File: config.mk
export PLATFORM = sky130hd
export DESIGN_NAME = asdec_err_ctrl
export DESIGN_NICKNAME = d
export VERILOG_FILES = /design/src/rtl/asdec_pkg.sv /design/src/rtl/asdec_epb_filter.sv /design/src/rtl/asdec_err_ctrl.sv
export SDC_FILE = /design/constraint.sdc
export NUM_CORES = 1
export LEC_CHECK = 0
export ABC_AREA = 1
export BUFFER_PORTS_ARGS = -buffer_cell sky130_fd_sc_hd__buf_2
export CAP_MARGIN = 15
export CORE_ASPECT_RATIO = 0.9
export CORE_UTILIZATION = 48
export DETAILED_ROUTE_END_ITERATION = 10
export PLACE_DENSITY = 0.82
export REMOVE_ABC_BUFFERS = 1
export SLEW_MARGIN = 0
export SYNTH_ARGS = -nofsm -noshare
export SYNTH_HDL_FRONTEND = slang
export SYNTH_SLANG_ARGS = --single-unit
File: constraint.sdc
create_clock -name i_clk -period 2 [get_ports i_clk]
set_input_delay 0.3 -clock i_clk [delete_from_list [all_inputs] [get_ports i_clk]]
set_output_delay 0.3 -clock i_clk [all_outputs]
set_load 0.005 [all_outputs]
File: src/rtl/asdec_pkg.sv
// Purpose : Shared constants and types for the slice decode error/control block
// Assumes : Single 20 MHz clock, MMIO word addresses as byte offsets
// Notes   : Every offset, error bit position, reset value and count lives here once
package asdec_pkg;

  // MMIO register byte offsets
  localparam logic [15:0] ASDEC_OFS_ERR_FLAGS = 16'h4400;  // Error flag register
  localparam logic [15:0] ASDEC_OFS_ERR_COUNT = 16'h4404;  // Error count register
  localparam logic [15:0] ASDEC_OFS_RESET     = 16'h4408;  // Global reset trigger
  localparam logic [15:0] ASDEC_OFS_STATUS    = 16'h440c;  // Engine status, read only

  // Error flag bit positions
  localparam int ASDEC_BIT_SLICE_ERR = 0;  // General slice decoder error
  localparam int ASDEC_BIT_VLD_ERR   = 1;  // Variable length decode error
  localparam int ASDEC_BIT_PRED_ERR  = 2;  // Prediction reconstruction error
  localparam int ASDEC_BIT_EARLY_ERR = 3;  // Early finish error
  localparam int ASDEC_NUM_ERR       = 4;  // Number of error kinds

  // Field widths and reset values
  localparam int          ASDEC_CNT_W       = 12;      // Error counter width
  localparam logic [3:0]  ASDEC_FLAGS_RST   = 4'h0;    // Flags after reset
  localparam logic [11:0] ASDEC_COUNT_RST   = 12'h000; // Count after reset
  localparam logic [11:0] ASDEC_COUNT_MAX   = 12'hfff; // Saturation value
  localparam int          ASDEC_RST_BIT     = 0;       // Reset register trigger bit

  // Raw sample macroblock settings
  localparam int          ASDEC_MEM_BITS    = 512;     // Bits per memory access
  localparam int          ASDEC_RAW_BYTES   = 384;     // Bytes per raw macroblock
  localparam logic [7:0]  ASDEC_RAW_LUMA_CBP   = 8'hff;  // Every luma block present
  localparam logic [3:0]  ASDEC_RAW_CHROMA_CBP = 4'hf;   // Chroma present, colour
  localparam logic [3:0]  ASDEC_MONO_CHROMA_CBP = 4'h0;  // Chroma absent, monochrome
  localparam logic [2:0]  ASDEC_RAW_BEATS =
    3'((ASDEC_RAW_BYTES * 8 + ASDEC_MEM_BITS - 1) / ASDEC_MEM_BITS);

  // Timing: hold of the pipeline reset pulse
  localparam int          ASDEC_CLK_MHZ     = 20;      // Clock rate
  localparam int          ASDEC_RST_HOLD_NS = 200;     // Least reset pulse width
  localparam logic [3:0]  ASDEC_RST_CYCLES  =
    4'((ASDEC_RST_HOLD_NS * ASDEC_CLK_MHZ + 999) / 1000);

  // Emulation prevention
  localparam logic [7:0]  ASDEC_EPB_BYTE    = 8'h03;   // Inserted escape byte
  localparam logic [1:0]  ASDEC_EPB_ZEROS   = 2'd2;    // Zero bytes before escape

  // Command streamer states, one-hot
  typedef enum logic [4:0] {
    ASDEC_ST_IDLE   = 5'b00001,
    ASDEC_ST_DECODE = 5'b00010,
    ASDEC_ST_SFLUSH = 5'b00100,
    ASDEC_ST_PFLUSH = 5'b01000,
    ASDEC_ST_STORE  = 5'b10000
  } asdec_state_t;

endpackage

File: src/rtl/asdec_epb_filter.sv
// Purpose : Slice payload fetcher byte path with escape byte removal
// Assumes : One byte per valid cycle, slice start/end are single pulses
// Notes   : Output is registered, one cycle behind the input byte
`timescale 1ns/1ps
module asdec_epb_filter
  import asdec_pkg::*;
(
  // Clock and reset
  input  wire logic       i_clk,
  input  wire logic       i_rst_n,
  input  wire logic       i_flush,        // Synchronous pipeline reset
  // Incoming payload
  input  wire logic       i_slice_start,
  input  wire logic       i_slice_end,
  input  wire logic [7:0] i_byte,
  input  wire logic       i_byte_valid,
  // Cleaned payload to the entropy decode unit
  output logic      [7:0] o_byte,
  output logic            o_byte_valid,
  output logic            o_in_slice
);

  typedef struct packed {
    logic       in_slice;   // Between slice start and end
    logic [1:0] zero_run;   // Zero bytes just seen, saturating
    logic [7:0] data;       // Output byte
    logic       valid;      // Output strobe
  } asdec_epb_t;

  asdec_epb_t s_reg;        // Registered state
  asdec_epb_t s_next;       // Next state

  ////////////////////////////////////////////////////////////////////////////
  // Next state: track slice bounds and drop escape bytes
  always_comb begin
    s_next       = s_reg;
    s_next.valid = 1'b0;
    if (i_flush) begin
      s_next = '0;
    end else begin
      if (i_slice_start) begin                       // Slice start detect
        s_next.in_slice = 1'b1;
        s_next.zero_run = 2'd0;
      end
      if (i_byte_valid && (s_reg.in_slice || i_slice_start)) begin
        if (s_reg.zero_run >= ASDEC_EPB_ZEROS && i_byte == ASDEC_EPB_BYTE) begin
          s_next.zero_run = 2'd0;                    // Escape dropped
        end else begin
          s_next.data  = i_byte;
          s_next.valid = 1'b1;
          if (i_byte == 8'h00) begin
            s_next.zero_run = (s_reg.zero_run == 2'd3) ? 2'd3 : s_reg.zero_run + 2'd1;
          end else begin
            s_next.zero_run = 2'd0;
          end
        end
      end
      if (i_slice_end) begin                         // Slice end detect
        s_next.in_slice = 1'b0;
      end
    end
  end

  // State register
  always_ff @(posedge i_clk or negedge i_rst_n) begin
    if (!i_rst_n) begin
      s_reg <= '0;
    end else begin
      s_reg <= s_next;
    end
  end

  assign o_byte       = s_reg.data;
  assign o_byte_valid = s_reg.valid;
  assign o_in_slice   = s_reg.in_slice;

endmodule // asdec_epb_filter

File: src/rtl/asdec_err_ctrl.sv
// Purpose : Error status, global reset and flush control of the slice decoder
// Assumes : MMIO strobes and decoder events are synchronous single-cycle pulses
// Notes   : Reads answer one cycle after the read strobe with o_mmio_rvalid
//
// What this block does
// - Error flag register at 4400h, upper bits zero
// - Bit 3 latches enabled early finish errors
// - Bit 2 latches enabled prediction reconstruction errors
// - Bit 1 latches enabled variable length errors
// - Bit 0 latches enabled general decoder errors
// - Writes only clear flags, never set them
// - Error count register at 4404h, 12-bit count
// - Count increments on any recognised error
// - Counter saturates at maximum, never wraps
// - Any count write zeroes; both zero after reset
// - Recorded errors raise a host interrupt
// - MMIO global reset clears pipeline immediately
// - Implicit flush after every slice decode
// - Picture flush waits unit dones, then store
// - Slice decode and buffers pre-empted only by global reset
// - Memory accesses are 512 bits wide
// - Fetcher finds slice bounds, strips escape bytes
// - Raw macroblock is exactly 384 bytes
// - Raw macroblock: luma pattern ones, DC flags zero
// - Raw chroma patterns 0xF colour, 0x0 monochrome
`timescale 1ns/1ps
module asdec_err_ctrl
  import asdec_pkg::*;
(
  // Clock and reset
  input  wire logic                     i_clk,
  input  wire logic                     i_rst_n,
  // MMIO register port
  input  wire logic                     i_mmio_wr,
  input  wire logic                     i_mmio_rd,
  input  wire logic [15:0]              i_mmio_addr,
  input  wire logic [31:0]              i_mmio_wdata,
  output logic      [31:0]              o_mmio_rdata,
  output logic                          o_mmio_rvalid,
  // Decoder error events and per-object handling enables
  input  wire logic [ASDEC_NUM_ERR-1:0] i_err_event,
  input  wire logic [ASDEC_NUM_ERR-1:0] i_err_handle_en,
  output logic                          o_err_irq,
  // Command streamer side
  input  wire logic                     i_obj_valid,
  output logic                          o_obj_ready,
  input  wire logic                     i_slice_done,
  input  wire logic                     i_pic_flush,
  output logic                          o_pic_flush_ready,
  output logic                          o_slice_complete,
  output logic                          o_store_dword,
  output logic                          o_pipe_rst,
  // Unit done indications
  input  wire logic                     i_fetch_done,
  input  wire logic                     i_entropy_done,
  input  wire logic                     i_mem_done,
  // Payload bytes to the slice payload fetcher
  input  wire logic                     i_slice_start,
  input  wire logic                     i_slice_end,
  input  wire logic [7:0]               i_payload_byte,
  input  wire logic                     i_payload_valid,
  output logic      [7:0]               o_payload_byte,
  output logic                          o_payload_valid,
  output logic                          o_in_slice,
  // Raw sample macroblock parameters
  input  wire logic                     i_raw_mb,
  input  wire logic                     i_monochrome,
  output logic      [7:0]               o_luma_block_pattern,
  output logic      [3:0]               o_red_chroma_block_pattern,
  output logic      [3:0]               o_blue_chroma_block_pattern,
  output logic                          o_luma_dc_present_flag,
  output logic                          o_blue_dc_present_flag,
  output logic                          o_red_dc_present_flag,
  output logic                          o_mb_skipped,
  output logic      [2:0]               o_raw_mem_beats,
  output logic                          o_raw_params_valid
);

  ////////////////////////////////////////////////////////////////////////////
  // State of the block, one packed struct

  typedef struct packed {
    logic [ASDEC_NUM_ERR-1:0] flags;       // Sticky error flags
    logic [ASDEC_CNT_W-1:0]   count;       // Saturating error counter
    asdec_state_t             st;          // Command streamer state
    logic [3:0]               rst_cnt;     // Remaining pipeline reset cycles
    logic                     pipe_rst;    // Pipeline reset out
    logic                     irq;         // Interrupt out
    logic [31:0]              rdata;       // Read data
    logic                     rvalid;      // Read answer strobe
    logic                     obj_ready;   // Object command accepted
    logic                     pflush_rdy;  // Picture flush accepted
    logic                     slice_cmpl;  // Slice done and flushed
    logic                     store;       // Store dword pulse
    logic [7:0]               cbp_y;       // Luma block pattern
    logic [3:0]               cbp_cr;      // Red chroma block pattern
    logic [3:0]               cbp_cb;      // Blue chroma block pattern
    logic                     dc_y;        // Luma DC present
    logic                     dc_cb;       // Blue DC present
    logic                     dc_cr;       // Red DC present
    logic                     skipped;     // Macroblock skipped
    logic [2:0]               raw_beats;   // Memory beats per raw macroblock
    logic                     raw_valid;   // Raw parameters strobe
  } asdec_ctrl_t;

  asdec_ctrl_t s_reg;                      // Registered state
  asdec_ctrl_t s_next;                     // Next state

  logic [ASDEC_NUM_ERR-1:0] flag_set;      // Enabled errors this cycle
  logic                     any_err;       // Any recognised error
  logic                     wr_flags;      // Write to flag register
  logic                     wr_count;      // Write to count register
  logic                     wr_reset;      // Global reset request
  logic                     units_done;    // All units report done
  logic                     pipe_flush;    // Sync clear to the fetcher

  ////////////////////////////////////////////////////////////////////////////
  // Address decode

  always_comb begin
    wr_flags = 1'b0;
    wr_count = 1'b0;
    wr_reset = 1'b0;
    if (i_mmio_wr && i_mmio_addr == ASDEC_OFS_ERR_FLAGS) begin
      wr_flags = 1'b1;
    end else if (i_mmio_wr && i_mmio_addr == ASDEC_OFS_ERR_COUNT) begin
      wr_count = 1'b1;
    end else if (i_mmio_wr && i_mmio_addr == ASDEC_OFS_RESET) begin
      wr_reset = i_mmio_wdata[ASDEC_RST_BIT];
    end
  end

  // Error qualification: flags need the enable, the counter does not
  assign flag_set   = i_err_event & i_err_handle_en;
  assign any_err    = |i_err_event;
  assign units_done = i_fetch_done & i_entropy_done & i_mem_done;
  // Fetcher is cleared while the pipeline reset pulse runs
  assign pipe_flush = s_reg.pipe_rst;

  ////////////////////////////////////////////////////////////////////////////
  // Next-state logic

  always_comb begin
    s_next            = s_reg;
    s_next.rvalid     = 1'b0;
    s_next.obj_ready  = 1'b0;
    s_next.pflush_rdy = 1'b0;
    s_next.slice_cmpl = 1'b0;
    s_next.store      = 1'b0;
    s_next.raw_valid  = 1'b0;

    // Flags: write-one clears, then events set so a set wins over a clear
    if (wr_flags) begin
      s_next.flags = s_reg.flags & ~i_mmio_wdata[ASDEC_NUM_ERR-1:0];
    end
    s_next.flags[ASDEC_BIT_EARLY_ERR] = s_next.flags[ASDEC_BIT_EARLY_ERR]
                                      | flag_set[ASDEC_BIT_EARLY_ERR];
    s_next.flags[ASDEC_BIT_PRED_ERR]  = s_next.flags[ASDEC_BIT_PRED_ERR]
                                      | flag_set[ASDEC_BIT_PRED_ERR];
    s_next.flags[ASDEC_BIT_VLD_ERR]   = s_next.flags[ASDEC_BIT_VLD_ERR]
                                      | flag_set[ASDEC_BIT_VLD_ERR];
    s_next.flags[ASDEC_BIT_SLICE_ERR] = s_next.flags[ASDEC_BIT_SLICE_ERR]
                                      | flag_set[ASDEC_BIT_SLICE_ERR];

    // Counter: any write zeroes it; an error in the same cycle still counts
    if (wr_count) begin
      s_next.count = any_err ? ASDEC_CNT_W'(1) : ASDEC_COUNT_RST;
    end else if (any_err && s_reg.count != ASDEC_COUNT_MAX) begin
      s_next.count = s_reg.count + ASDEC_CNT_W'(1);
    end
    // Held at maximum otherwise, no wrap

    // Interrupt is level: high while any flag stays recorded
    s_next.irq = |s_next.flags;

    // Read path, reserved bits zero, unmapped offsets read zero
    if (i_mmio_rd) begin
      s_next.rvalid = 1'b1;
      if (i_mmio_addr == ASDEC_OFS_ERR_FLAGS) begin
        s_next.rdata = {28'h0000000, s_reg.flags};
      end else if (i_mmio_addr == ASDEC_OFS_ERR_COUNT) begin
        s_next.rdata = {20'h00000, s_reg.count};
      end else if (i_mmio_addr == ASDEC_OFS_STATUS) begin
        s_next.rdata = {26'h0, s_reg.pipe_rst, s_reg.st};
      end else begin
        s_next.rdata = 32'h00000000;
      end
    end

    // Pipeline reset countdown
    if (s_reg.rst_cnt != 4'h0) begin
      s_next.rst_cnt = s_reg.rst_cnt - 4'h1;
    end
    s_next.pipe_rst = (s_next.rst_cnt != 4'h0);

    // Command streamer sequencing; a started slice runs to the end or to a global reset
    case (s_reg.st)
      ASDEC_ST_IDLE: begin
        if (i_obj_valid) begin
          s_next.obj_ready = 1'b1;
          s_next.st        = ASDEC_ST_DECODE;
        end else if (i_pic_flush) begin
          s_next.pflush_rdy = 1'b1;
          s_next.st         = ASDEC_ST_PFLUSH;
        end
      end
      ASDEC_ST_DECODE: begin
        // No new object or flush taken until the slice is finished
        if (i_slice_done) begin
          s_next.st = ASDEC_ST_SFLUSH;
        end
      end
      ASDEC_ST_SFLUSH: begin
        // Streamer halts until the units have drained
        if (units_done) begin
          s_next.slice_cmpl = 1'b1;
          s_next.st         = ASDEC_ST_IDLE;
        end
      end
      ASDEC_ST_PFLUSH: begin
        if (units_done) begin
          s_next.st = ASDEC_ST_STORE;
        end
      end
      ASDEC_ST_STORE: begin
        s_next.store = 1'b1;
        s_next.st    = ASDEC_ST_IDLE;
      end
      default: begin
        s_next.st = ASDEC_ST_IDLE;
      end
    endcase

    // Raw sample macroblock parameter settings
    if (i_raw_mb) begin
      s_next.raw_valid = 1'b1;
      s_next.skipped   = 1'b0;
      s_next.cbp_y     = ASDEC_RAW_LUMA_CBP;
      s_next.dc_y      = 1'b0;
      s_next.dc_cb     = 1'b0;
      s_next.dc_cr     = 1'b0;
      s_next.cbp_cr    = i_monochrome ? ASDEC_MONO_CHROMA_CBP
                                      : ASDEC_RAW_CHROMA_CBP;
      s_next.cbp_cb    = i_monochrome ? ASDEC_MONO_CHROMA_CBP
                                      : ASDEC_RAW_CHROMA_CBP;
      // 384 bytes move as whole 512-bit memory beats
      s_next.raw_beats = ASDEC_RAW_BEATS;
    end

    // Global reset overrides any operation in progress; error registers
    // survive so software can still read why it had to reset.
    if (wr_reset) begin
      s_next.st         = ASDEC_ST_IDLE;
      s_next.rst_cnt    = ASDEC_RST_CYCLES;
      s_next.pipe_rst   = 1'b1;
      s_next.obj_ready  = 1'b0;
      s_next.pflush_rdy = 1'b0;
      s_next.slice_cmpl = 1'b0;
      s_next.store      = 1'b0;
    end
  end

  ////////////////////////////////////////////////////////////////////////////
  // State register; power-up clears both error registers

  always_ff @(posedge i_clk or negedge i_rst_n) begin
    if (!i_rst_n) begin
      s_reg       <= '0;
      s_reg.flags <= ASDEC_FLAGS_RST;
      s_reg.count <= ASDEC_COUNT_RST;
      s_reg.st    <= ASDEC_ST_IDLE;
    end else begin
      s_reg <= s_next;
    end
  end

  ////////////////////////////////////////////////////////////////////////////
  // Slice payload fetcher byte path

  asdec_epb_filter u_fetch (
    .i_clk         (i_clk),
    .i_rst_n       (i_rst_n),
    .i_flush       (pipe_flush),
    .i_slice_start (i_slice_start),
    .i_slice_end   (i_slice_end),
    .i_byte        (i_payload_byte),
    .i_byte_valid  (i_payload_valid),
    .o_byte        (o_payload_byte),
    .o_byte_valid  (o_payload_valid),
    .o_in_slice    (o_in_slice)
  );

  ////////////////////////////////////////////////////////////////////////////
  // Outputs other than the payload path, all from the state register

  assign o_mmio_rdata                = s_reg.rdata;
  assign o_mmio_rvalid               = s_reg.rvalid;
  assign o_err_irq                   = s_reg.irq;
  assign o_obj_ready                 = s_reg.obj_ready;
  assign o_pic_flush_ready           = s_reg.pflush_rdy;
  assign o_slice_complete            = s_reg.slice_cmpl;
  assign o_store_dword               = s_reg.store;
  assign o_pipe_rst                  = s_reg.pipe_rst;
  assign o_luma_block_pattern        = s_reg.cbp_y;
  assign o_red_chroma_block_pattern  = s_reg.cbp_cr;
  assign o_blue_chroma_block_pattern = s_reg.cbp_cb;
  assign o_luma_dc_present_flag      = s_reg.dc_y;
  assign o_blue_dc_present_flag      = s_reg.dc_cb;
  assign o_red_dc_present_flag       = s_reg.dc_cr;
  assign o_mb_skipped                = s_reg.skipped;
  assign o_raw_mem_beats             = s_reg.raw_beats;
  assign o_raw_params_valid          = s_reg.raw_valid;

endmodule // asdec_err_ctrl

==> impl_metrics.ini, run 1 <==
[status]
status = complete, no violations

[power_and_ir_drop]
swShare_pct = 34.6
netSwitchingPower_mw = 1.34
intPower_mw = 2.53
p_seq_share_pct = 41.2
leakage_nw = 2.23
ir_drop_uv = 461
power.density_nw_per_um2 = 959
share_comb_of_total_power_pct = 29.0
p_clk_share_pct = 29.8
power_mw = 3.87

[critical_path]
reg2reg_depth = 8
cp-end-kind = register
cp-start-kind = register
worst_ep_arrival_time_ns = 1.79
path_max_fanout = 11
worst_r2r_startpoint = s_reg[72]$_DFFE_PN0P_
r2r_end = s_reg[73]$_DFFE_PN0P_
path_class = register to register
required_ns = 2.22
reg2reg_slack_ns = 0.43

[timing]
setup_viol_count_final = 0
hold_viol = 0
slew_viol_final = 0
rsz0062_at_grt = no
maxSlewHeadroom_pct = 60.5
setup_tns_ns = 0
clock.fmax_mhz = 637
fin_crit_ns = 1.57
worstMarginPinSlew_ns = 0.593
min_period_over_period_pct = 78.4
finClkSkew_ns = 0.00887

[worst_hold_path]
worstHoldStart = i_raw_mb
hp-class = input port to register
worstHoldPathCells = 1
holdPathEnd = o_raw_params_valid$_DFF_PN0_

[synthesis]
yosysSeqAreaShare_pct = 41.1
synthArstFlopShare_pct = 100
ys_warn_count = 0
ys_ff_latch = 59
syn_inst = 449
synthFlopType = dfrtp_1
synth_top_area_share_pct = 40.4
syn_area_per_cell_um2 = 8.01
syn_area_um2 = 3590
synth.distinct_cells = 37
ys_top_cells_by_area = dfrtp_1 (40%), buf_4 (13%), nand2_1 (11%), nand3_1 (6.3%), inv_1 (4.4%)
yosysTopAreaCell = dfrtp_1
synth_edf_count = 0

[placed_design]
dp_hpwl_mm = 5.76
port_buffers = 98
routabilityCongestion = 0.849
dp_cells = 599
post_dp_cell_area_um2 = 3810

[route]
wl_mm = 7.53
met2_wirelength_mm = 3.50
via_count = 3042
dr_wl_met3_um = 519
detail-route-antenna-nets = 0
dr.pass1.iters = 5
top_layer = met4
via_per_inst = 4.94
wl_met1_mm = 3.42
drt_iter0_drc = 162
drc = 0
wl_per_cell_um = 12.2

[layout]
utilization_pct = 56.4
fin_cells = 616
nNetsFinal = 599
drive_gt1_share_pct = 28.5
antenna_cells = 0
syn2layout_area_growth_pct = 12.1
num-fill-cells = 682
final_area_um2 = 4030
largest_reg_flops = 25

[global_route]
antenna_found_initial = 0
grt_pass1_vias = 2893
grt_pass1_wl_mm = 12.6
grt_start_max_net_pins = 36
gr-usage-all-layers_pct = 20.6
gr-total-overflow = 0

[cts]
cts_tree = done
cts_max_path_buffers = 2
clk_latency_ns = 0.34
clk_pin_slew_ns = 0.07
clock-sinks = 59
cts_root_buf = clkbuf_8
htreeDepth = 3
cts_setup_buffers = 0
cts-buffers-inserted = 9

[die]
fp.dieW_um = 93.2
rows = 29
die_area_um2 = 7840
die_y_um = 84.1
io_pins = 152
start_util_pct = 50.3
core_um2 = 7150

[job]
cap_violations = 0
## power by group through the flow
stage	Clock (mW)	Combinational (mW)	Sequential, mW
5_1_grt	1.23	1.29	1.62
6_report	1.15	1.12	1.59
3_3_place_gp	0	1.04	1.60
2_1_floorplan	0	0.803	1.58
4_1_cts	1.19	1.12	1.59
3_5_place_dp	0	1.12	1.61
## through the flow
step           hold WS, ns  setup WS [ns]
3_3_place_gp         0.331          0.372
2_1_floorplan      0.00441          0.579
4_1_cts             0.0953          0.416
5_1_grt              0.110          0.285
6_report             0.111          0.431
3_5_place_dp         0.340          0.298
## area by class of cell
class | instances | area, um^2 | area share, %
clock inverter | 6 | 80.1 | 1.99
sequential | 59 | 1480 | 36.7
clock buffer | 10 | 128 | 3.17
inverter | 45 | 174 | 4.32
multi-input combinational | 301 | 1520 | 37.7
tap | 93 | 116 | 2.89
timing repair buffer | 102 | 536 | 13.3
## metal layers
layer | global-route usage [%] | vias to the layer above
li1 | - | 1484
met1 | 25.8 | 1389
met2 | 33.8 | 156
met3 | 4.10 | 13
met4 | 9.79 | 0
met5 | 0 | -
## cells in the mapped netlist, types with 2 or more instances
cell       n
nor2_2     3
nand4_1    9
ha_1       2
nand3_2   11
nor3_1    12
o22ai_1    2
or2_2      3
buf_4     64
nand2_1  106
o21ai_0   13
o21ai_2    5
xor2_1     9
nand2_4    3
nor2_1    38
buf_2      2
nand3_1   45
dfrtp_1   58
a21oi_1    4
inv_1     42
## cells in the final DEF, fill, tap and decap left out, types with 3 or more instances in the layout
cell,count
a21oi_1,4
conb_1,25
nand3_1,45
clkbuf_8,9
o21ai_0,13
nor2_1,38
nand2_4,3
nand4_1,9
or2_2,3
nor2_2,3
nor3_1,12
buf_2,98
nand3_2,11
nand2_1,106
dfrtp_1,58
clkinv_2,4
xor2_1,9
inv_1,42
o21ai_2,5
## repair_timing
item,in CTS,in global routing
endpoints found under the setup margin,0,0
hold buffers,1,0
hold endpoints to repair,23,0
gates resized for setup,0,0
## kinds of logic after synthesis
family                     share of synthesized area [%]
AOI/OAI and AO/OA                                   4.66
xor gates and xnor gates                            2.44
buffers and inverters                               19.1
other                                              0.104
adders and majority gates                          0.696
DFF                                                 41.1
and+or+nand+nor                                     31.8
## critical path, stage by stage, from the launching register on
cell	delay, ns
dfrtp_1	0.42
ha_1	0.24
nand3_1	0.13
nor3_4	0.22
nand2_4	0.10
nand2_8	0.11
inv_6	0.08
nand3_2	0.08
o21ai_2	0.05
## how the worst max path moves through the flow
stage | slack [ns] | end | start
detailed placement | 0.30 | o_mmio_rdata[10]$_DFFE_PN0P_ | i_mmio_addr[7]
floorplan | 0.58 | s_reg[72]$_DFFE_PN0P_ | i_mmio_addr[9]
global placement | 0.37 | o_mmio_rdata[11]$_DFFE_PN0P_ | i_mmio_addr[7]
global route | 0.29 | s_reg[74]$_DFFE_PN0P_ | s_reg[72]$_DFFE_PN0P_
finish | 0.43 | s_reg[73]$_DFFE_PN0P_ | s_reg[72]$_DFFE_PN0P_
CTS | 0.42 | s_reg[80]$_DFFE_PN0P_ | s_reg[72]$_DFFE_PN0P_
Note: power is estimated with default switching activity, not from simulation.
==> run 2, diff against run 1 <==
- ABC_AREA: 1 -> 0
- CORE_UTILIZATION: 48 -> 43
- PLACE_DENSITY: 0.82 -> 0.79
- clock period: 2 -> 1.32 ns (I/O delays scaled with it)
==> impl_metrics.ini, run 2 <==
[status]
status = complete, but fails checks
violations = design-rule violations, negative setup slack

[placed_design]
port_buffers = 98
post_dp_cell_area_um2 = 4070
routabilityCongestion = 0.833
dp_hpwl_mm = 6.10
pre_cts_slack_ns = -0.557

[critical_path]
path_class = register to register
reg2reg_slack_ns = -0.38
worst_ep_arrival_time_ns = 1.98
cpMostUsedCell = or4_4
cpMaxStageDelayCell = or4_4
reg2reg_depth = 4
worst_r2r_startpoint = s_reg[75]$_DFFE_PN0P_
path_max_fanout = 2
r2r_end = s_reg[83]$_DFFE_PN0P_
cp_cell_sequence = nand4_2, or4_4, or4_4, a21oi_2
cp-start-kind = register
required_ns = 1.60
cp-end-kind = register
critPathMaxStageDelay_ns = 0.53

[cts]
cts_max_path_buffers = 2
htreeDepth = 3
cts-buffers-inserted = 9
clk_pin_slew_ns = 0.07
cts_root_buf = clkbuf_8
clock-sinks = 59
cts_tree = done
clk_latency_ns = 0.35

[job]
cap_violations = 0

[worst_hold_path]
holdPathEnd = o_mmio_rvalid$_DFF_PN0_
hp-class = input port to register
worstHoldStart = i_mmio_rd
worstHoldPathCells = 1

[layout]
multiInputGateArea_um2 = 1820
final_area_um2 = 4980
final_cell_mix = buf_2 (94), buf_4 (76), dfrtp_1 (56), nor2_1 (26), conb_1 (25)
mostFrequentLayoutCell = buf_2
largest_reg_flops = 25
syn2layout_area_growth_pct = 48.5
num-fill-cells = 568
nNetsFinal = 584
drive_gt1_share_pct = 54.3
antenna_cells = 0
seq_area_um2 = 1480

[timing]
hold_viol = 0
setup_tns_ns = -3.64
fin_crit_ns = 1.70
rsz0062_at_grt = yes
worstMarginPinSlew_ns = 0.616
finClkSkew_ns = 0.00631
slew_viol_final = 0
fin_ws_ns = -0.384
setup_viol_count_final = 19
maxSlewHeadroom_pct = 58.8
min_period_over_period_pct = 129
clock.fmax_mhz = 587

[synthesis]
ys_warn_count = 0
synth_top_area_share_pct = 43.3
syn_area_um2 = 3360
synth.distinct_cells = 48
synth_edf_count = 0
synthMostInstantiatedCell = buf_4
yosysTopAreaCell = dfrtp_1
syn_area_per_cell_um2 = 9.53
synthArstFlopShare_pct = 100
synthTopCellsByCount = buf_4 (63), dfrtp_1 (58), nor2_1 (27)
yosysSeqAreaShare_pct = 44.0
synthMuxAreaShare_pct = 4.92
synth_top_family_by_area = simple AND/OR/NAND/NOR gates
ys_ff_latch = 59
synthFlopType = dfrtp_1
synthSimpleGateAreaFrac_pct = 19.5
syn_inst = 352
synthAdderAreaFrac_pct = 0.746
synth_xor_area_share_pct = 0.522
synth_compound_area_share_pct = 13.3
ys_top_cells_by_area = dfrtp_1 (43%), buf_4 (14%), mux2i_1 (3.6%), nor2_1 (3.0%), a21oi_1 (2.5%)

[power_and_ir_drop]
netSwitchingPower_mw = 2.67
share_comb_of_total_power_pct = 46.5
swShare_pct = 35.0
p_seq_share_pct = 31.9
leakage_nw = 2.35
ir_drop_uv = 826
intPower_mw = 4.96
power.density_nw_per_um2 = 1530
p_clk_share_pct = 21.6

[route]
via_per_inst = 5.35
via_count = 3231
drt_iter0_drc = 166
detail-route-antenna-nets = 0
wl_mm = 9.56
dr.pass1.iters = 7
drc = 1
wl_per_cell_um = 15.8

[die]
rows = 30
die_y_um = 85.8
io_pins = 152
core_um2 = 7540
die_area_um2 = 8160
fp.dieW_um = 95.1
start_util_pct = 44.5

[global_route]
grt_pass1_wl_mm = 14.0
antenna_found_initial = 0
gr-total-overflow = 0
gr-usage-all-layers_pct = 22.6
grt_start_max_net_pins = 32
grt_pass1_vias = 3004
==> run 2: cell types whose count changed after synthesis, sizes merged, moves of 9 or more <==
cell,change
o21ai,-16
clkbuf,+13
nand2,-90
nor2,-15
or4,+11
a21oi,+13
inv,-35
nand3,-45
xor2,-9
mux2i,+12
o31ai,+9
==> run 2: final cells by class <==
type | count | area share [%]
Clock inverter | 5 | 1.05
Tap cell | 96 | 2.41
Clock buffer | 11 | 2.84
Multi-Input combinational cell | 229 | 36.6
Inverter | 9 | 0.728
Sequential cell | 59 | 29.7
Timing Repair Buffer | 195 | 26.6
==> run 2: stage by stage <==
step           total power, mW  instances  hold WS (ns)  utilization, %
6_report                  7.62        604        0.0289            66.0
5_1_grt                   8.05        604        0.0228            66.0
4_1_cts                   7.08        595        0.0186            61.7
3_5_place_dp              4.68        562         0.234            53.9
3_3_place_gp              4.56        562         0.233            53.9
2_1_floorplan             3.48        297       -0.0976               -
==> run 2: cells by family after synthesis <==
family	count (synthesis)
flip-flops	59
XOR/XNOR	2
multiplexers	16
buffers and inverters	88
adder cells (fa/ha/maj)	2
other	1
AO/OA/AOI/OAI	64
AND/OR/NAND/NOR	120
==> run 2: worst max path at each step <==
stage                                from  cells after the start                     to
floorplan           s_reg[72]$_DFFE_PN0P_                      5  s_reg[72]$_DFFE_PN0P_
global placement          i_mmio_addr[13]                      5    o_err_irq$_DFF_PN0_
detailed placement         i_mmio_addr[6]                      5    o_err_irq$_DFF_PN0_
CTS                 s_reg[81]$_DFFE_PN0P_                      4  s_reg[83]$_DFFE_PN0P_
global route        s_reg[80]$_DFFE_PN0P_                      4  s_reg[83]$_DFFE_PN0P_
finish              s_reg[75]$_DFFE_PN0P_                      4  s_reg[83]$_DFFE_PN0P_
==> run 2: repair_timing <==
item | in CTS | in global routing
gates cloned | 0 | 1
resized for setup | 54 | 54
hold endpoints to repair | 60 | 0
hold buffers | 3 | 0
endpoints found under the setup margin | 31 | 39
pin swaps | 24 | 21
setup buffers | 14 | 10
==> run 2: layer usage <==
metal | vias up | part of all wire [%] | GRT usage, %
met5 | - | 0 | 0
met3 | 24 | 7.2 | 5.50
li1 | 1494 | - | -
met1 | 1544 | 40 | 27.2
met2 | 169 | 51 | 38.2
met4 | 0 | 2.2 | 9.78
==> run 2: worst max-delay path, delay by kind of cell (launching register included) <==
kind / cells / cell delay (ns)
AO/OA/AOI/OAI: 1 / 0.12
flip-flops: 1 / 0.39
AND/OR/NAND/NOR: 3 / 1.12
==> run 2: power by group through the flow <==
| stage | Clock (mW) | Sequential (mW) | Combinational, mW |
|---|---|---|---|
| finish | 1.65 | 2.43 | 3.54 |
| global route | 1.77 | 2.46 | 3.83 |
| CTS | 1.68 | 2.40 | 3.00 |
| detailed placement | 0 | 2.39 | 2.29 |
| global placement | 0 | 2.38 | 2.18 |
| floorplan | 0 | 2.49 | 0.992 |
